===== src/verilog/fepe_pkg.sv =====
/*
  constants for the flash program/erase host controller: command codes,
  bus widths, status bit positions and bus timing counts.
  assumes a 20 MHz system clock and an asynchronous byte-wide nor flash.
*/
package fepe_pkg;
  localparam int unsigned CLK_HZ          = 20000000;
  localparam int unsigned CLK_NS          = 50;
  localparam int unsigned ADDR_W          = 20;
  localparam int unsigned DATA_W          = 8;
  // status bit positions on the data bus
  localparam int unsigned POLL_BIT        = 7;
  localparam int unsigned TOGGLE_BIT      = 6;
  // sector select field on the address bus
  localparam int unsigned SECT_LO_BIT     = 12;
  localparam int unsigned SECT_HI_BIT     = 18;
  localparam int unsigned SECT_W          = SECT_HI_BIT - SECT_LO_BIT + 1;
  // bus phase timing (ns), converted to cycles, least times round up
  localparam int unsigned WR_PULSE_NS     = 35;
  localparam int unsigned WR_HIGH_NS      = 30;
  localparam int unsigned RD_ACCESS_NS    = 90;
  localparam int unsigned BUSY_DELAY_NS   = 90;
  localparam int unsigned WR_PULSE_CYC    =
    (WR_PULSE_NS + CLK_NS - 1) / CLK_NS;
  localparam int unsigned WR_HIGH_CYC     =
    (WR_HIGH_NS + CLK_NS - 1) / CLK_NS;
  localparam int unsigned RD_ACCESS_CYC   =
    (RD_ACCESS_NS + CLK_NS - 1) / CLK_NS;
  localparam int unsigned BUSY_DELAY_CYC  =
    (BUSY_DELAY_NS + CLK_NS - 1) / CLK_NS;
  localparam int unsigned CNT_W           = 4;
  // unlock addresses and command bytes
  localparam logic [ADDR_W-1:0] UNLOCK_A1 = 20'h00555;
  localparam logic [ADDR_W-1:0] UNLOCK_A2 = 20'h002AA;
  localparam logic [DATA_W-1:0] UNLOCK_D1 = 8'hAA;
  localparam logic [DATA_W-1:0] UNLOCK_D2 = 8'h55;
  localparam logic [DATA_W-1:0] CMD_PROG  = 8'hA0;
  localparam logic [DATA_W-1:0] CMD_ERASE = 8'h80;
  localparam logic [DATA_W-1:0] CMD_CHIP  = 8'h10;
  localparam logic [DATA_W-1:0] CMD_SECT  = 8'h30;
  // operation codes on the user port
  typedef enum logic [1:0]
  {
    OP_PROG  = 2'h0,
    OP_CHIP  = 2'h1,
    OP_SECT  = 2'h2,
    OP_READ  = 2'h3
  } fepe_op_t;
  // status polling method
  localparam logic METHOD_POLL   = 1'b0;
  localparam logic METHOD_TOGGLE = 1'b1;
endpackage

===== src/verilog/fepe_bus_if.sv =====
/*
  interface between sequencer and bus cycle engine.
  assumes one clock domain; the engine runs one cycle per start pulse.
*/
interface fepe_bus_if;
  import fepe_pkg::*;
  logic              start;
  logic              wr;
  logic [ADDR_W-1:0] addr;
  logic [DATA_W-1:0] wdata;
  logic              use_ce;
  logic              done;
  logic [DATA_W-1:0] rdata;
  modport seq (output start, wr, addr, wdata, use_ce, input done, rdata);
  modport eng (input start, wr, addr, wdata, use_ce, output done, rdata);
endinterface


===== src/verilog/fepe_bus_cycle.sv =====
/*
  bus cycle engine: one read or one write cycle on the flash pins.
  assumes flash pins are synchronous to sys_clk; writes are strobed by
  we or, if use_ce is set, by ce while we is held low.
*/
module fepe_bus_cycle
  import fepe_pkg::*;
(
  input  wire logic              clk,
  input  wire logic              rst_n,
  fepe_bus_if.eng                bus,
  input  wire logic [DATA_W-1:0] dq_in,
  output logic      [ADDR_W-1:0] addr_q,
  output logic      [DATA_W-1:0] dq_out_q,
  output logic                   dq_oe_q,
  output logic                   ce_n_q,
  output logic                   we_n_q,
  output logic                   oe_n_q
);
  typedef enum logic [1:0]
  {
    ST_IDLE  = 2'b00,
    ST_PULSE = 2'b01,
    ST_HIGH  = 2'b11
  } fepe_cyc_t;

  fepe_cyc_t        st_q;
  logic [CNT_W-1:0] cnt_q;
  logic             wr_q;
  logic             cec_q;
  logic [DATA_W-1:0] rdata_q;
  logic             done_q;

  wire logic cnt_zero = (cnt_q == '0);
  // strobe phase length; a ce strobed write adds one we setup cycle
  wire logic [CNT_W-1:0] pulse_len =
    !bus.wr    ? CNT_W'(RD_ACCESS_CYC - 1) :
    bus.use_ce ? CNT_W'(WR_PULSE_CYC)
               : CNT_W'(WR_PULSE_CYC - 1);

  assign bus.done  = done_q;
  assign bus.rdata = rdata_q;

  // one bus cycle: strobe phase, then recovery high phase
  always_ff @(posedge clk or negedge rst_n)
  begin
    if (!rst_n)
    begin
      st_q <= ST_IDLE; cnt_q <= '0; wr_q <= 1'b0; cec_q <= 1'b0;
      rdata_q <= '0; done_q <= 1'b0; addr_q <= '0; dq_out_q <= '0;
      dq_oe_q <= 1'b0; ce_n_q <= 1'b1; we_n_q <= 1'b1; oe_n_q <= 1'b1;
    end
    else
    begin
      done_q <= 1'b0;
      case (st_q)
        ST_IDLE:
          if (bus.start)
          begin
            st_q     <= ST_PULSE;
            wr_q     <= bus.wr;
            cec_q    <= bus.use_ce;
            cnt_q    <= pulse_len;
            addr_q   <= bus.addr;
            dq_out_q <= bus.wdata;
            dq_oe_q  <= bus.wr;
            // [RULE13] ce strobed write
            ce_n_q   <= bus.wr && bus.use_ce ? 1'b1 : 1'b0;
            we_n_q   <= bus.wr && !bus.use_ce ? 1'b0 : !bus.wr;
            oe_n_q   <= bus.wr;
          end
        ST_PULSE:
          if (cnt_zero)
          begin
            // [RULE13] release the strobe
            st_q    <= ST_HIGH;
            cnt_q   <= CNT_W'(WR_HIGH_CYC - 1);
            rdata_q <= dq_in;
            ce_n_q  <= 1'b1;
            we_n_q  <= 1'b1;
            oe_n_q  <= 1'b1;
          end
          else
          begin
            cnt_q <= cnt_q - 1'b1;
            if (wr_q && cec_q)
              ce_n_q <= 1'b0; // ce pulse follows we setup
          end
        default:
          if (cnt_zero)
          begin
            st_q    <= ST_IDLE;
            dq_oe_q <= 1'b0;
            we_n_q  <= 1'b1;
            done_q  <= 1'b1;
          end
          else
            cnt_q <= cnt_q - 1'b1;
      endcase
    end
  end
endmodule


===== src/verilog/fepe_host.sv =====
/*
  host controller for embedded program and erase of a byte-wide nor flash.
  issues the command sequence, then polls status (data polling or toggle
  bit) until the embedded algorithm ends. assumes pins sync to sys_clk.
*/
// Functional notes
// [RULE1] program writes one byte per request
// [RULE2] no external verify read after program
// [RULE3] completion detected by poll or toggle
// [RULE4] poll bit inverted data while programming
// [RULE5] bit six toggles during embedded algorithm
// [RULE6] chip erase clears whole array
// [RULE7] no external verify after erase
// [RULE8] poll bit zero during erase, one after
// [RULE9] sector taken from address bits 12-18
// [RULE10] program takes about nine microseconds
// [RULE11] sector erase takes about 0.7 seconds
// [RULE12] busy pin asserts within 90 ns
// [RULE13] ce may strobe writes with we low
// [RULE14] read may follow ready at once
// [RULE15] toggle bit stops once algorithm ends
// [RULE16] poll until done before next command; code stops polling at POLL_LIMIT and reports a timeout
module fepe_host
  import fepe_pkg::*;
#(
  // status reads before giving up; about six cycles a read, so the
  // default spans erase times of tens of seconds
  parameter int unsigned POLL_LIMIT = 100000000
)
(
  input  wire logic                       sys_clk,
  input  wire logic                       nrst,
  input  wire logic                       req_valid,
  input  wire fepe_pkg::fepe_op_t         req_op,
  input  wire logic [fepe_pkg::ADDR_W-1:0] req_addr,
  input  wire logic [fepe_pkg::DATA_W-1:0] req_data,
  input  wire logic                       req_method,
  input  wire logic                       req_use_ce,
  output logic                            req_ready,
  output logic                            rsp_valid,
  output logic      [fepe_pkg::DATA_W-1:0] rsp_data,
  output logic                            rsp_timeout,
  output logic      [fepe_pkg::ADDR_W-1:0] flash_addr,
  input  wire logic [fepe_pkg::DATA_W-1:0] flash_dq_in,
  output logic      [fepe_pkg::DATA_W-1:0] flash_dq_out,
  output logic                            flash_dq_oe,
  output logic                            flash_ce_n,
  output logic                            flash_we_n,
  output logic                            flash_oe_n,
  input  wire logic                       ready_busy_output
);
  import fepe_pkg::*;

  typedef enum logic [2:0]
  {
    S_IDLE   = 3'b000,
    S_CMD    = 3'b001,
    S_POLL   = 3'b011,
    S_CHECK  = 3'b010,
    S_DONE   = 3'b110
  } fepe_state_t;

  fepe_bus_if bus ();

  // reset release through two flops
  logic rst_s1_q;
  logic rst_n;
  always_ff @(posedge sys_clk or negedge nrst)
  begin
    if (!nrst)
    begin
      rst_s1_q <= 1'b0;
      rst_n    <= 1'b0;
    end
    else
    begin
      rst_s1_q <= 1'b1;
      rst_n    <= rst_s1_q;
    end
  end

  fepe_state_t       st_q;
  fepe_op_t          op_q;
  logic [ADDR_W-1:0] addr_q;
  logic [DATA_W-1:0] data_q;
  logic              method_q;
  logic              use_ce_q;
  logic [2:0]        step_q;
  logic              start_q;
  logic              wr_q;
  logic [ADDR_W-1:0] baddr_q;
  logic [DATA_W-1:0] bdata_q;
  logic [DATA_W-1:0] last_q;
  logic              have_last_q;
  logic [31:0]       polls_q;
  logic [CNT_W-1:0]  wait_q;

  // command byte for each step of a sequence
  function automatic logic [ADDR_W+DATA_W-1:0] cmd_word(
    input fepe_op_t op, input logic [2:0] step,
    input logic [ADDR_W-1:0] a, input logic [DATA_W-1:0] d);
    logic [ADDR_W-1:0] sect;
    sect = '0;
    // [RULE9] sector address on bits 12-18
    sect[SECT_HI_BIT:SECT_LO_BIT] = a[SECT_HI_BIT:SECT_LO_BIT];
    case (step)
      3'd0: cmd_word = {UNLOCK_A1, UNLOCK_D1};
      3'd1: cmd_word = {UNLOCK_A2, UNLOCK_D2};
      3'd2: cmd_word = {UNLOCK_A1, (op == OP_PROG) ? CMD_PROG : CMD_ERASE};
      3'd3: cmd_word = (op == OP_PROG) ? {a, d} : {UNLOCK_A1, UNLOCK_D1};
      3'd4: cmd_word = {UNLOCK_A2, UNLOCK_D2};
      // [RULE6] chip erase command covers the whole array
      default: cmd_word = (op == OP_CHIP) ? {UNLOCK_A1, CMD_CHIP}
                                          : {sect, CMD_SECT};
    endcase
  endfunction

  // last write step index: program has 4 writes, erases have 6
  wire logic [2:0] last_step = (op_q == OP_PROG) ? 3'd3 : 3'd5;
  // word of the next step, loaded as the current write ends
  wire logic [ADDR_W+DATA_W-1:0] cw = cmd_word(op_q, step_q + 3'd1, addr_q,
                                                data_q);
  wire logic [DATA_W-1:0] rd = bus.rdata;
  // [RULE4] program done when poll bit matches data
  // [RULE8] erase done when poll bit reads one
  wire logic poll_target = (op_q == OP_PROG) ? data_q[POLL_BIT] : 1'b1;
  wire logic poll_done   = (rd[POLL_BIT] == poll_target);
  // [RULE5] compare bit six of two reads
  // [RULE15] stop when toggling ceases
  wire logic toggle_done = have_last_q &&
                           (rd[TOGGLE_BIT] == last_q[TOGGLE_BIT]);
  // [RULE3] either method ends polling
  wire logic algo_done = (method_q == METHOD_POLL) ? poll_done
                                                   : toggle_done;
  // [RULE10] [RULE11] limit must outlast program and erase times
  wire logic poll_out  = (polls_q == 32'(POLL_LIMIT));

  assign bus.start  = start_q;
  assign bus.wr     = wr_q;
  assign bus.addr   = baddr_q;
  assign bus.wdata  = bdata_q;
  assign bus.use_ce = use_ce_q;

  // request capture and sequencing
  always_ff @(posedge sys_clk or negedge rst_n)
  begin
    if (!rst_n)
    begin
      st_q <= S_IDLE; op_q <= OP_PROG; addr_q <= '0; data_q <= '0;
      method_q <= METHOD_POLL; use_ce_q <= 1'b0; step_q <= '0;
      start_q <= 1'b0; wr_q <= 1'b0; baddr_q <= '0; bdata_q <= '0;
      last_q <= '0; have_last_q <= 1'b0; polls_q <= '0;
      req_ready <= 1'b0; rsp_valid <= 1'b0; rsp_data <= '0;
      rsp_timeout <= 1'b0;
      wait_q <= '0;
    end
    else
    begin
      start_q   <= 1'b0;
      rsp_valid <= 1'b0;
      case (st_q)
        S_IDLE:
        begin
          req_ready <= 1'b1;
          if (req_valid && req_ready)
          begin
            req_ready   <= 1'b0;
            op_q        <= req_op;
            addr_q      <= req_addr;
            data_q      <= req_data;
            method_q    <= req_method;
            use_ce_q    <= req_use_ce;
            step_q      <= '0;
            have_last_q <= 1'b0;
            polls_q     <= '0;
            rsp_timeout <= 1'b0;
            if (req_op == OP_READ)
            begin
              // [RULE14] read issued with no recovery wait
              st_q    <= S_CHECK;
              wr_q    <= 1'b0;
              baddr_q <= req_addr;
              start_q <= 1'b1;
            end
            else
            begin
              st_q <= S_CMD;
              wr_q <= 1'b1;
              // [RULE1] command words carry one byte
              {baddr_q, bdata_q} <= cmd_word(req_op, 3'd0, req_addr,
                                             req_data);
              start_q <= 1'b1;
            end
          end
        end
        S_CMD:
          if (bus.done)
          begin
            if (step_q == last_step)
            begin
              // [RULE2] [RULE7] straight to status, no verify pass
              st_q    <= S_POLL;
              wr_q    <= 1'b0;
              baddr_q <= addr_q;
              wait_q  <= CNT_W'(BUSY_DELAY_CYC);
            end
            else
            begin
              step_q             <= step_q + 3'd1;
              {baddr_q, bdata_q} <= cw;
              start_q            <= 1'b1;
            end
          end
        S_POLL:
          // [RULE12] first status read waits out the busy delay
          if (wait_q == '0)
          begin
            start_q <= 1'b1;
            st_q    <= S_CHECK;
          end
          else
            wait_q <= wait_q - 1'b1;
        S_CHECK:
          if (bus.done)
          begin
            if (op_q == OP_READ)
            begin
              rsp_data  <= rd;
              rsp_valid <= 1'b1;
              st_q      <= S_DONE;
            end
            // [RULE16] keep polling until the algorithm ends or the POLL_LIMIT count is reached
            else if (algo_done || poll_out)
            begin
              rsp_data    <= rd;
              rsp_valid   <= 1'b1;
              rsp_timeout <= poll_out && !algo_done;
              st_q        <= S_DONE;
            end
            else
            begin
              last_q      <= rd;
              have_last_q <= 1'b1;
              polls_q     <= polls_q + 32'd1;
              st_q        <= S_POLL;
            end
          end
        default:
          // [RULE16] next request once the flash shows ready, or at once after a timeout
          if (ready_busy_output || rsp_timeout)
            st_q <= S_IDLE;
      endcase
    end
  end

  // bus cycle engine drives the flash pins
  fepe_bus_cycle u_cycle
  (
    .clk      (sys_clk),
    .rst_n    (rst_n),
    .bus      (bus.eng),
    .dq_in    (flash_dq_in),
    .addr_q   (flash_addr),
    .dq_out_q (flash_dq_out),
    .dq_oe_q  (flash_dq_oe),
    .ce_n_q   (flash_ce_n),
    .we_n_q   (flash_we_n),
    .oe_n_q   (flash_oe_n)
  );
endmodule


===== config.mk =====
export PLATFORM = sky130hd
export DESIGN_NAME = fepe_host
export DESIGN_NICKNAME = d
export VERILOG_FILES = /design/src/verilog/fepe_pkg.sv /design/src/verilog/fepe_bus_if.sv /design/src/verilog/fepe_bus_cycle.sv /design/src/verilog/fepe_host.sv
export SDC_FILE = /design/constraint.sdc
export NUM_CORES = 1
export LEC_CHECK = 0
export ABC_CLOCK_PERIOD_IN_PS = 6000
export BUFFER_PORTS_ARGS = -buffer_cell sky130_fd_sc_hd__buf_2
export CORE_ASPECT_RATIO = 0.7
export CORE_MARGIN = 2
export CORE_UTILIZATION = 31
export DETAILED_ROUTE_END_ITERATION = 7
export PLACE_DENSITY = 0.57
export SLEW_MARGIN = 20
export SYNTH_ARGS = -nofsm -noshare
export SYNTH_HDL_FRONTEND = slang
export SYNTH_HIERARCHICAL = 1
export SYNTH_SLANG_ARGS = --single-unit

===== constraint.sdc =====
create_clock -name sys_clk -period 6 [get_ports sys_clk]
set_clock_uncertainty 0.15 [all_clocks]
set_input_delay 0.6 -clock sys_clk [delete_from_list [all_inputs] [get_ports sys_clk]]
set_output_delay 0.6 -clock sys_clk [all_outputs]
set_load 0.03 [all_outputs]

## Word level (Yosys, flattened, before mapping)

Index checks and enable logic that the tools add are counted.

- Bits in registers: 174
- Bits of input ports: 44
- Word-level logic and storage cells: 206

- Add/subtract/negate cells: 4
- Eq/ne operators: 30
- Muxes and demuxes: 91
- Bitwise gates (word level): 3
- Reductions and logical operators: 45

Operators with widths:

| operator | number |
|---|---|
| 32-bit 2-to-1 mux | 4 |
| 28-bit case mux with 4 select lines | 1 |
| 20-bit 2-to-1 mux | 4 |
| 32-bit case mux with 2 select lines | 1 |
| 8-bit 2-to-1 mux | 6 |
| 20-bit case mux with 2 select lines | 1 |
| 3-bit 2-to-1 mux | 12 |
| 1-bit 2-to-1 mux | 35 |
| 32-bit by 1-bit adder with 32-bit output, second input constant | 1 |
| 32-bit by 27-bit equality test with 1-bit output, second input constant | 1 |
| 28-bit 2-to-1 mux | 1 |
| 4-bit 2-to-1 mux | 7 |
| 27-bit 2-to-1 mux | 1 |
| 2-bit inequality test, second input constant | 10 |
| 3-bit AND reduction | 6 |
| 4-bit case mux with 2 select lines | 2 |
| 8-bit case mux with 2 select lines | 1 |
| 4-bit AND reduction | 4 |
| 5-bit AND reduction | 3 |
| 3-bit by 2-bit equality test with 1-bit output, second input constant | 4 |
| 1-bit case mux with 2 select lines | 6 |
| 3-bit case mux with 4 select lines | 1 |
| 2-bit nonzero test | 6 |
| 2-bit AND reduction | 5 |
| 26 further kinds | 50 |

## Logic depth before layout (Yosys ltp)

Gate-level depths: netlist (run 1).

- Depth after elaboration: 10
- Gate-level depth with buffers: 10
- Gate-level depth less buffers: 8

## Hierarchy

Netlist (run 1), hierarchy kept.

By module, submodules not included:

| module | instances | cells an instance | area an instance (um^2) |
|---|---|---|---|
| fepe_host | 1 | 602 | 5945.7 |
| fepe_bus_cycle | 1 | 200 | 2020.7 |

## Worst setup path after synthesis (run 1)

OpenSTA, ideal clock, no wires.

- Path kind: reg-to-reg
- Start: register step_q[0]
- End: register baddr_q[12]
- Arrival: 2.150 ns
- Setup slack: 3.634 ns
- Cell stages (with the launch flop): 8
- Path through: dfrtp_1 > ha_1 > ha_1 > nor4_1 > o21ba_2 > o21ai_0 > a211oi_2 > a221o_1

- Cells in the longest elaborated chain, start to end: 7

Ends and longest elaborated chain:

| element | RTL line | RTL |
|---|---|---|
| start, declared | fepe_host.sv:88 | `logic [2:0] step_q;` |
| start signal, assigned | fepe_host.sv:209 | `step_q <= step_q + 3'd1;` |
| 3-bit by 1-bit adder with 3-bit output | fepe_host.sv:121 | `wire logic [ADDR_W+DATA_W-1:0] cw = cmd_word(op_q, step_q + 3'd1, addr_q,` |
| 3-bit equality test or 3-bit by 1-bit equality test with 1-bit output (tied branches) | fepe_host.sv:106 | `case (step)` |
| 2-bit OR reduction (no source line) | -- |  |
| 28-bit case mux with 4 select lines | fepe_host.sv:106 |  |
| 20-bit 2-to-1 mux * | fepe_host.sv:199 | `if (step_q == last_step)` |
| 20-bit 2-to-1 mux * | fepe_host.sv:197 | `if (bus.done)` |
| 20-bit case mux with 2 select lines * | fepe_host.sv:161 | `case (st_q)` |
| end signal, assigned | fepe_host.sv:182 | `baddr_q <= req_addr;` |
| end signal, assigned | fepe_host.sv:204 | `baddr_q <= addr_q;` |
| end signal, assigned | fepe_host.sv:210 | `{baddr_q, bdata_q} <= cw;` |
| end, declared | fepe_host.sv:91 | `logic [ADDR_W-1:0] baddr_q;` |

Every way passes the cells marked *; elsewhere a longest branch is shown, timed or not. The select of a mux whose other input is x is not followed.
A chain may end at the register's enable or synchronous reset.

==> impl_metrics.tcl, run 1 <==
set metrics [dict create \
    status "finished, final reports clean" \
    hold_class "flip-flop to flip-flop" \
    whs_ps 202.6 \
    globalplace.congestion 0.7708 \
    setup_violations 0 \
    cts_buffers 17 \
    firstDrtPassIters 5 \
    cts_root_buf "clkbuf_16" \
    grt_use_met3_pct 3.903 \
    yosysWarnings 6 \
    busiest_layer "met1" \
    drtIter0Drc 462 \
    grt_start_max_net_pins 65 \
    power.density_nw_per_um2 522.0 \
    coreArea_sq_um 25440 \
    die_area_sq_um 27020 \
    clock-sinks 168 \
    grt_pass1_vias 5834 \
    antenna_found_initial 2 \
    cp_slowest_stage_delay_ps 1040 \
    grt_use_met1_pct 23.44 \
    wl_microns 19480 \
    period_minus_slack_ps 3144 \
    netlist_area_sq_um 7966 \
    cp-start-kind "flip-flop" \
    max_cap_violations 0 \
    dieWidth_microns 195.6 \
    vdd_drop_max_mv 0.2423 \
    end_kind "flip-flop" \
    dieHeight_microns 138.1 \
    routed_via_density 5.012 \
    fin_crit_sh_pct 52.40 \
    ioPinCount 87 \
    cp_num_buf_inv 0 \
    leakage_nw 4.183 \
    grt.total_usage_pct 15.15 \
    start_util_pct 31.31 \
    drive_gt1_share_pct 22.45 \
    synth_cells 802 \
    nets 923 \
    synth_cell_types 66 \
    crit_path_max_fanout 27 \
    finalHoldViolCount 0 \
    cpMaxStageDelayCell "or4_1" \
    cts_tree "yes" \
    syn-num-nets 856 \
    antenna_left 0 \
    drc_errors 0 \
    required_ps 6220 \
    final_max_slew_viol_count 0 \
    crit_arrival_ps 3370 \
    synth-edff-count 0 \
    async_reset_ff_share_pct 100.0 \
    place_area_sq_um 8657 \
    clk_pin_slew_ps 70 \
    slew_headroom_pct 30.58 \
    ys_ff_latch 168 \
    setup_tns_ps 0 \
    fmax_ghz 0.3181 \
    grt_util_met2_pct 20.79 \
    gr-total-overflow 0 \
    area_growth_syn_to_layout_pct 16.55 \
    r2r_start "st_q[0]" \
    utilization_pct 36.49 \
    wire_per_inst_microns 16.03 \
    hp-start "rst_s1_q" \
    tightest_slew_ps 1033 \
    stdcell_area_sq_um 9285 \
    num_rows 49 \
    yosysSeqAreaShare_pct 52.82 \
    cts.path.max_buffers 2 \
    rsz0062_at_grt "no" \
    vias 6089 \
    port_buffers 86 \
    htreeDepth 4 \
    clkLatencyLatePin_ps 440 \
    critPathKind "flip-flop to flip-flop" \
    grt_pass1_wl_microns 32460 \
    dpl.hpwl_microns 13230 \
    crit_start "st_q[0]" \
    crit_family "simple AND/OR/NAND/NOR gates" \
    total_power_mw 4.847 \
    syn_avg_cell_area_sq_um 9.933 \
    post_cts_buffers 0 \
    synthFlopType "dfrtp_1" \
    path_cells "nor2_1 -> nand2_1 -> or4_1 -> or3_1 -> nand3_1" \
]
-- cell usage in the layout, fill, tap and decap left out, drive strengths merged, types with 4 or more instances in the layout --
| cell type | netlist | routed |
|---|---|---|
| or2 | 4 | 4 |
| a221o | 8 | 8 |
| nor4 | 9 | 9 |
| buf | 16 | 90 |
| a21oi | 33 | 33 |
| nor3 | 12 | 12 |
| o22a | 5 | 5 |
| inv | 15 | 24 |
| or3 | 5 | 5 |
| dfrtp | 165 | 165 |
| nand2 | 145 | 145 |
| o31ai | 9 | 9 |
| o21ai | 68 | 68 |
| and2 | 6 | 6 |
| nand4 | 14 | 14 |
| and4 | 5 | 5 |
| a221oi | 4 | 4 |
| nand2b | 9 | 9 |
| a31oi | 9 | 9 |
| and3 | 12 | 12 |
| ha | 10 | 10 |
| mux2 | 50 | 50 |
| clkbuf | 27 | 17 |
| nor2 | 80 | 80 |
| nand3 | 20 | 20 |
| mux2i | 4 | 4 |
| a41oi | 9 | 9 |
| a22oi | 5 | 5 |
-- worst paths after layout --
| path | slack, ps | endpoint | depth (start not counted) |
|---|---|---|---|
| setup / recovery | 2860 | polls_q[10] | 5 |
| hold / removal | 200 | rst_n | 0 |
| setup reg to reg | 2860 | polls_q[10] | 5 |
| hold reg to reg | 200 | rst_n | 0 |
| max in group asynchronous | 4070 | bdata_q[3] | 1 |
| min in group asynchronous | 270 | polls_q[0] | 0 |
-- flip-flops by register name, summed over array words and instances, names as in the netlist, 2 cells and up --
register / flops
addr_q: 20
baddr_q: 20
bdata_q: 8
data_q: 8
op_q: 2
polls_q: 32
rsp_data: 8
st_q: 3
step_q: 3
u_cycle/addr_q: 20
u_cycle/bus.rdata: 8
u_cycle/cnt_q: 4
u_cycle/dq_out_q: 8
u_cycle/st_q: 2
wait_q: 4
-- per-layer routing --
layer	vias up	wire length, microns
li1	2993	-
met1	2960	10470
met2	118	7841
met3	16	988
met4	2	167
met5	-	7
-- power breakdown --
group	internal, mW	switching [mW]	leakage, nW	total [mW]
combinational	0.687	1.02	1.82	1.71
clock	0.558	0.531	0.278	1.09
sequential	1.63	0.425	2.09	2.05
total	2.87	1.97	4.18	4.85
-- worst reg2reg max path, stage by stage (launching register included) --
cell	delay, ps
dfrtp_1	540
nor2_1	200
nand2_1	610
or4_1	1040
or3_1	450
nand3_1	90
-- area by class of cell --
type | instances | area, sq um
inverter | 15 | 56.30
clock buffer | 17 | 425.4
multi-input combinational | 576 | 3525
sequential | 168 | 4212
timing repair buffer | 91 | 490.5
clock inverter | 15 | 157.7
fill | 2551 | 16160
tap | 331 | 414.1
antenna | 2 | 5.005
-- synthesized netlist by cell type, types with 7 or more instances --
master / count / area share, %
o21ai_0: 66 / 4.1
o31ai_1: 9 / 0.85
nand2_1: 145 / 6.8
buf_2: 13 / 0.82
nor4_1: 7 / 0.55
nand3_1: 20 / 1.3
a221o_1: 8 / 1.0
dfrtp_1: 165 / 52
inv_1: 15 / 0.71
nor2_1: 80 / 3.8
mux2_4: 8 / 1.5
a41oi_1: 9 / 0.99
ha_1: 10 / 1.6
nor3_1: 9 / 0.57
a31oi_1: 9 / 0.71
clkbuf_1: 25 / 1.2
mux2_2: 42 / 5.9
nand2b_1: 9 / 0.71
and3_1: 12 / 0.94
a21oi_1: 33 / 2.1
nand4_1: 14 / 1.1
-- per-stage QoR --
stage	setup WS (ps)	std cells
2_1_floorplan	827.4	802
3_3_place_gp	2857	1179
3_5_place_dp	2839	1179
4_1_cts	2819	1212
5_1_grt	2656	1213
6_report	2856	1215
-- cells by family (layout without fill, tap and decap cells) --
| logic type | count (synthesis) | in the layout | share of synthesized area [%] |
|---|---|---|---|
| flip-flops | 168 | 168 | 52.82 |
| buffers and inverters | 58 | 138 | 3.251 |
| AO/OA/AOI/OAI | 172 | 172 | 13.99 |
| XOR/XNOR | 3 | 3 | 0.4242 |
| AND/OR/NAND/NOR | 336 | 336 | 19.95 |
| other | 1 | 3 | 0.04707 |
| adder cells (fa/ha/maj) | 10 | 10 | 1.571 |
| multiplexers | 54 | 54 | 7.947 |
-- repair_timing --
item                       in CTS  in global routing
setup endpoints to repair       0                  0
resized for setup               0                  0
hold endpoints to repair        2                  0
hold buffers                    1                  0
(Power assumes the default switching activity.)
==> run 2, diff against run 1 <==
--- a/config.mk
+++ b/config.mk
@@ -5,13 +5,14 @@
 export SDC_FILE = /design/constraint.sdc
 export NUM_CORES = 1
 export LEC_CHECK = 0
-export ABC_CLOCK_PERIOD_IN_PS = 6000
+export ABC_AREA = 1
+export ABC_CLOCK_PERIOD_IN_PS = 2900
 export BUFFER_PORTS_ARGS = -buffer_cell sky130_fd_sc_hd__buf_2
 export CORE_ASPECT_RATIO = 0.7
 export CORE_MARGIN = 2
 export CORE_UTILIZATION = 31
 export DETAILED_ROUTE_END_ITERATION = 7
-export PLACE_DENSITY = 0.57
+export PLACE_DENSITY = 0.56
 export SLEW_MARGIN = 20
 export SYNTH_ARGS = -nofsm -noshare
 export SYNTH_HDL_FRONTEND = slang
==> constraint.sdc (replaced) <==
create_clock -name sys_clk -period 2.9 [get_ports sys_clk]
set_clock_uncertainty 0.15 [all_clocks]
set_input_delay 0.29 -clock sys_clk [delete_from_list [all_inputs] [get_ports sys_clk]]
set_output_delay 0.29 -clock sys_clk [all_outputs]
set_load 0.03 [all_outputs]
==> impl_metrics.tcl, run 2 <==
set metrics [dict create \
    status "finished, final reports clean" \
    rrSetupSlack_ps 450 \
    mostFrequentLayoutCells "nand2_1, dfrtp_1, nor2_1" \
    clk_pin_slew_ps 70 \
    tightest_slew_ps 554.2 \
    setup_violations 0 \
    grt_pass1_vias 7359 \
    dp_slack_ps 503.4 \
    synth_cell_types 46 \
    ys_ff_latch 168 \
    cp_num_buf_inv 1 \
    crit_arrival_ps 2610 \
    antenna_found_initial 0 \
    leakage_nw 5.206 \
    antenna_cells 0 \
    synth_cells 1160 \
    grt.total_usage_pct 16.73 \
    grt_pass1_wl_microns 39430 \
    wl_microns 23890 \
    cts_root_buf "clkbuf_16" \
    async_reset_ff_share_pct 100.0 \
    cts_tree "yes" \
    coreArea_sq_um 27950 \
    post_cts_buffers 0 \
    switching_power_mw 4.603 \
    synth.most_common_cell "nand2_1" \
    combPwrFrac_pct 41.1 \
    seqCellArea_sq_um 4212 \
    cp-start-kind "flip-flop" \
    final_max_slew_viol_count 0 \
    wire_per_inst_microns 14.31 \
    dieWidth_microns 205.8 \
    drtIter0Drc 605 \
    cpMaxStageDelayCell "dfrtp_1" \
    firstDrtPassIters 5 \
    yosysTopAreaCellShare_pct 46.72 \
    netlist_area_sq_um 8838 \
    cp_slowest_stage_delay_ps 420 \
    internal-power_mw 5.905 \
    routed_via_density 4.606 \
    r2r_end "baddr_q[15]" \
    multiInputGateArea_sq_um 4019 \
    gr-total-overflow 0 \
    holdBufCountCts 42 \
    synth-edff-count 0 \
    syn_avg_cell_area_sq_um 7.619 \
    vias 7688 \
    ioPinCount 87 \
    max_cap_violations 0 \
    drive_gt1_share_pct 16.26 \
    required_ps 3070 \
    port_buffers 86 \
    crit_path_max_fanout 7 \
    total_power_mw 10.51 \
    final_common_cell "nand2_1" \
    drc_errors 0 \
    pwr-share-seq_pct 35.4 \
    hold_end "st_q[2]" \
    slew_headroom_pct 63.00 \
    end_kind "flip-flop" \
    p_sw_share_pct 43.81 \
    fin_crit_sh_pct 84.31 \
    clkLatencyLatePin_ps 440 \
    start_util_pct 31.62 \
    area_growth_syn_to_layout_pct 20.37 \
    rr_worst_depth 9 \
    rsz0062_at_grt "no" \
    cts.path.max_buffers 2 \
    hold_class "input port to flip-flop" \
    hold_path_depth 4 \
    yosysSeqAreaShare_pct 47.61 \
    r2r_start "step_q[0]" \
    antenna_left 0 \
    ctsResizeCount 0 \
    fmax_ghz 0.4090 \
    cts_buffers 17 \
    critPathKind "flip-flop to flip-flop" \
    setup_slack_ps 455.0 \
    regMostFlops "polls_q" \
    synth_common_cells "nand2_1, dfrtp_1, nor2_1" \
    whs_ps 19.03 \
    yosysWarnings 6 \
    syn-num-nets 1214 \
    power.density_nw_per_um2 987.7 \
    synth_area_leader_cell "dfrtp_1" \
    nets 1341 \
    dpl.hpwl_microns 17110 \
    crit_family "simple AND/OR/NAND/NOR gates" \
    synthFlopType "dfrtp_1" \
    num_rows 51 \
    globalplace.congestion 0.8534 \
    dieHeight_microns 145.3 \
    setup_tns_ps 0 \
    synth_area_leaders "dfrtp_1, nand2_1, nand3_1" \
    finalHoldViolCount 0 \
    vdd_drop_max_mv 0.4416 \
    htreeDepth 4 \
    die_area_sq_um 29900 \
    period_minus_slack_ps 2445 \
    hp-start "ready_busy_output" \
    p_clk_share_pct 23.4 \
    clock-sinks 168 \
    path_cells "ha_1 -> ha_1 -> inv_1 -> o21ai_0 -> nor3_1 -> nand2_1 -> nand3_1 -> nand3_1 -> a21oi_1" \
    grt_start_max_net_pins 64 \
    fillCellCount 2898 \
    largest_reg_flops 32 \
]
==> run 2: power groups by stage <==
stage / clock network, mW / logic (mW) / registers (mW)
2_1_floorplan: 0 / 3.05 / 4.09
3_3_place_gp: 0 / 4.23 / 3.75
3_5_place_dp: 0 / 4.29 / 3.76
4_1_cts: 2.52 / 4.36 / 3.72
5_1_grt: 2.61 / 4.91 / 3.84
6_report: 2.46 / 4.32 / 3.72
==> run 2: how the worst max path moves through the flow <==
stage                         start     endpoint  slack [ps]  cells after the start
after floorplan           step_q[0]   baddr_q[0]         780                      9
after global placement    step_q[0]   baddr_q[4]         590                      9
after detailed placement  step_q[0]  baddr_q[13]         500                      9
after CTS                 step_q[0]  baddr_q[13]         480                      9
after global routing      step_q[0]  baddr_q[18]         200                     10
final                     step_q[0]  baddr_q[15]         450                      9
==> run 2: worst min-delay path, cell delays in order <==
cell and delay (ps):
buf_2 110, nor3_1 60, inv_1 60, nand2_1 50
==> run 2: cell type report <==
type	instances	share of cell area [%]
clock inverter	10	1.588
tap	371	4.363
clock buffer	20	4.293
inverter	90	3.246
timing repair buffer	141	9.150
multi-input combinational	869	37.77
sequential	168	39.59
==> run 2: logic make-up (layout without fill, tap and decap cells) <==
logic type                 count (synthesis)  after routing  share of synthesized area (%)
AOI/OAI and AO/OA                        133            133                          9.060
xor gates and xnor gates                   3              3                         0.2973
adders and majority gates                 10             10                          1.416
buffers and inverters                    123            261                          6.951
DFF                                      168            168                          47.61
other                                      1              1                        0.04243
and+or+nand+nor                          722            722                          34.63
==> run 2: through the flow <==
stage | instance area [sq um] | utilization (%) | std cells
after floorplan | 8842 | - | 1160
after global placement | 9593 | 34.32 | 1597
after detailed placement | 9593 | 34.32 | 1597
after CTS | 10640 | 38.07 | 1669
after global routing | 10640 | 38.07 | 1669
final | 10640 | 38.07 | 1669
==> run 2: layer usage <==
layer  routed length [microns]  global-route usage (%)  vias up  share of wire [%]
li1                          -                       -     3935                  -
met1                     12690                   26.21     3554                 53
met2                      9750                   23.16      185                 41
met3                      1231                   3.571       14                5.2
met4                       219                   3.679        0               0.92
met5                         0                       0        -                  0
==> run 3, diff against run 2 <==
--- a/config.mk
+++ b/config.mk
@@ -5,14 +5,14 @@
 export SDC_FILE = /design/constraint.sdc
 export NUM_CORES = 1
 export LEC_CHECK = 0
-export ABC_AREA = 1
-export ABC_CLOCK_PERIOD_IN_PS = 2900
+export ABC_AREA = 0
+export ABC_CLOCK_PERIOD_IN_PS = 2020
 export BUFFER_PORTS_ARGS = -buffer_cell sky130_fd_sc_hd__buf_2
 export CORE_ASPECT_RATIO = 0.7
 export CORE_MARGIN = 2
 export CORE_UTILIZATION = 31
 export DETAILED_ROUTE_END_ITERATION = 7
-export PLACE_DENSITY = 0.56
+export PLACE_DENSITY = 0.58
 export SLEW_MARGIN = 20
 export SYNTH_ARGS = -nofsm -noshare
 export SYNTH_HDL_FRONTEND = slang
==> constraint.sdc (replaced) <==
create_clock -name sys_clk -period 2.02 [get_ports sys_clk]
set_clock_uncertainty 0.15 [all_clocks]
set_input_delay 0.202 -clock sys_clk [delete_from_list [all_inputs] [get_ports sys_clk]]
set_output_delay 0.202 -clock sys_clk [all_outputs]
set_load 0.03 [all_outputs]
==> impl_metrics.tcl, run 3 (synthesis gave the netlist of run 1 again) <==
set metrics [dict create \
    status "finished, violations left" \
    violations "setup timing" \
    die_area_sq_um 27020 \
    drc_errors 0 \
    clock-sinks 168 \
    combPwrFrac_pct 45.9 \
    drtIter0Drc 369 \
    firstDrtPassIters 4 \
    instances_no_fill 1406 \
    antenna_found_initial 1 \
    grt_start_max_net_pins 52 \
    globalplace.congestion 0.7963 \
    vias 7016 \
    grt.total_usage_pct 17.32 \
    p_clk_share_pct 19.4 \
    period_minus_slack_ps 2264 \
    power.density_nw_per_um2 1446 \
    fmax_ghz 0.4417 \
    final_common_cell "dfrtp_1" \
    dpl.hpwl_microns 15070 \
    clk_pin_slew_ps 70 \
    max_cap_violations 0 \
    gr-total-overflow 0 \
    leakage_nw 5.298 \
    dieHeight_microns 138.1 \
    wl_microns 22640 \
    coreArea_sq_um 25440 \
    finalHoldViolCount 0 \
    required_ps 2240 \
    cp-start-kind "flip-flop" \
    mostFrequentLayoutCells "dfrtp_1, nand2_1, buf_4" \
    pwr-share-seq_pct 34.7 \
    regMostFlops "polls_q" \
    start_util_pct 31.31 \
    end_kind "flip-flop" \
    port_buffers 86 \
    cts_root_buf "clkbuf_16" \
    final_max_slew_viol_count 0 \
    htreeDepth 4 \
    whs_ps 35.17 \
    critPathKind "flip-flop to flip-flop" \
    nets 1115 \
    hold_class "input port to flip-flop" \
    setup_tns_ps -9933 \
    grt_pass1_vias 7059 \
    area_growth_syn_to_layout_pct 46.11 \
    drive_gt1_share_pct 40.88 \
    setup_slack_ps -243.7 \
    switching_power_mw 6.631 \
    cts.path.max_buffers 2 \
    ioPinCount 87 \
    hold_path_depth 3 \
    internal-power_mw 10.19 \
    routed_via_density 4.990 \
    crit_arrival_ps 2490 \
    grt_pass1_wl_microns 37510 \
    setup_violations 77 \
    fin_crit_sh_pct 112.1 \
    clkLatencyLatePin_ps 430 \
    largest_reg_flops 32 \
    cts_tree "yes" \
    p_sw_share_pct 39.41 \
    crit_path_max_fanout 6 \
    vdd_drop_max_mv 0.5592 \
    dp_slack_ps -459.1 \
    placedCellCount 1310 \
    cts_buffers 17 \
    num_rows 49 \
    rr_worst_depth 7 \
    antenna_left 0 \
    rsz0062_at_grt "yes" \
    wire_per_inst_microns 16.10 \
    dieWidth_microns 195.6 \
]
[run 3: cell types whose count changed in the layout (fill, tap and decap cells not counted), sizes merged, moves of 43 or more]
| cell | change |
|---|---|
| mux2 | +50 |
| inv | -71 |
| buf | +140 |
| nand3 | -68 |
| nand2 | -343 |
| nor2 | -43 |
[run 3: final cells by class]
cell class,instances,area (sq um)
Tap cell,331,414.1
Sequential cell,168,4215
Clock inverter,13,132.6
Antenna cell,1,2.502
Multi-Input combinational cell,577,4091
Inverter,15,58.81
Fill cell,2366,13800
Clock buffer,19,452.9
Timing Repair Buffer,282,2272
[run 3: repair_timing]
action                     in CTS  in global routing
hold buffers                   43                  0
pin swaps                      53                 24
setup endpoints to repair      89                124
setup buffers                  16                  4
resized for setup             114                 45
hold endpoints to repair       57                  0
cloned                          4                  0
[run 3: worst paths after layout]
kind,endpoint,startpoint,slack (ps)
hold / removal,st_q[0],req_valid,40
hold reg to reg,polls_q[2],rst_n,130
max in group asynchronous,addr_q[1],rst_n,920
min in group asynchronous,polls_q[2],rst_n,130
setup reg to reg,polls_q[10],op_q[0],-240
setup / recovery,polls_q[10],op_q[0],-240
[run 3: layer usage]
| layer | up-vias | share of wire [%] | GRT usage [%] |
|---|---|---|---|
| met3 | 18 | 4.1 | 3.220 |
| met2 | 124 | 43 | 26.02 |
| met5 | - | 0 | 0 |
| li1 | 3390 | - | - |
| met1 | 3484 | 52 | 25.75 |
| met4 | 0 | 0.95 | 4.259 |
[run 3: critical path, stage by stage (launching register included)]
cell and delay (ps):
dfrtp_1 400, nor3_2 250, xnor2_2 160, o21ai_4 100, or4_4 570, buf_8 160
or3_1 330, nand3_1 80
[run 3: power by group through the flow]
| stage | Combinational, mW | Clock (mW) | Sequential, mW |
|---|---|---|---|
| floorplan | 3.37 | 0 | 6.45 |
| global placement | 6.52 | 0 | 5.78 |
| detailed placement | 6.61 | 0 | 5.83 |
| CTS | 7.42 | 3.35 | 5.83 |
| global route | 8.41 | 3.49 | 6.04 |
| finish | 7.72 | 3.27 | 5.84 |
[run 3: through the flow]
step / area, sq um / power, mW / utilization (%)
2_1_floorplan: 8045 / 9.824 / -
3_3_place_gp: 9799 / 12.31 / 38.51
3_5_place_dp: 9799 / 12.44 / 38.51
4_1_cts: 11460 / 16.59 / 45.06
5_1_grt: 11640 / 17.94 / 45.75
6_report: 11640 / 16.83 / 45.75
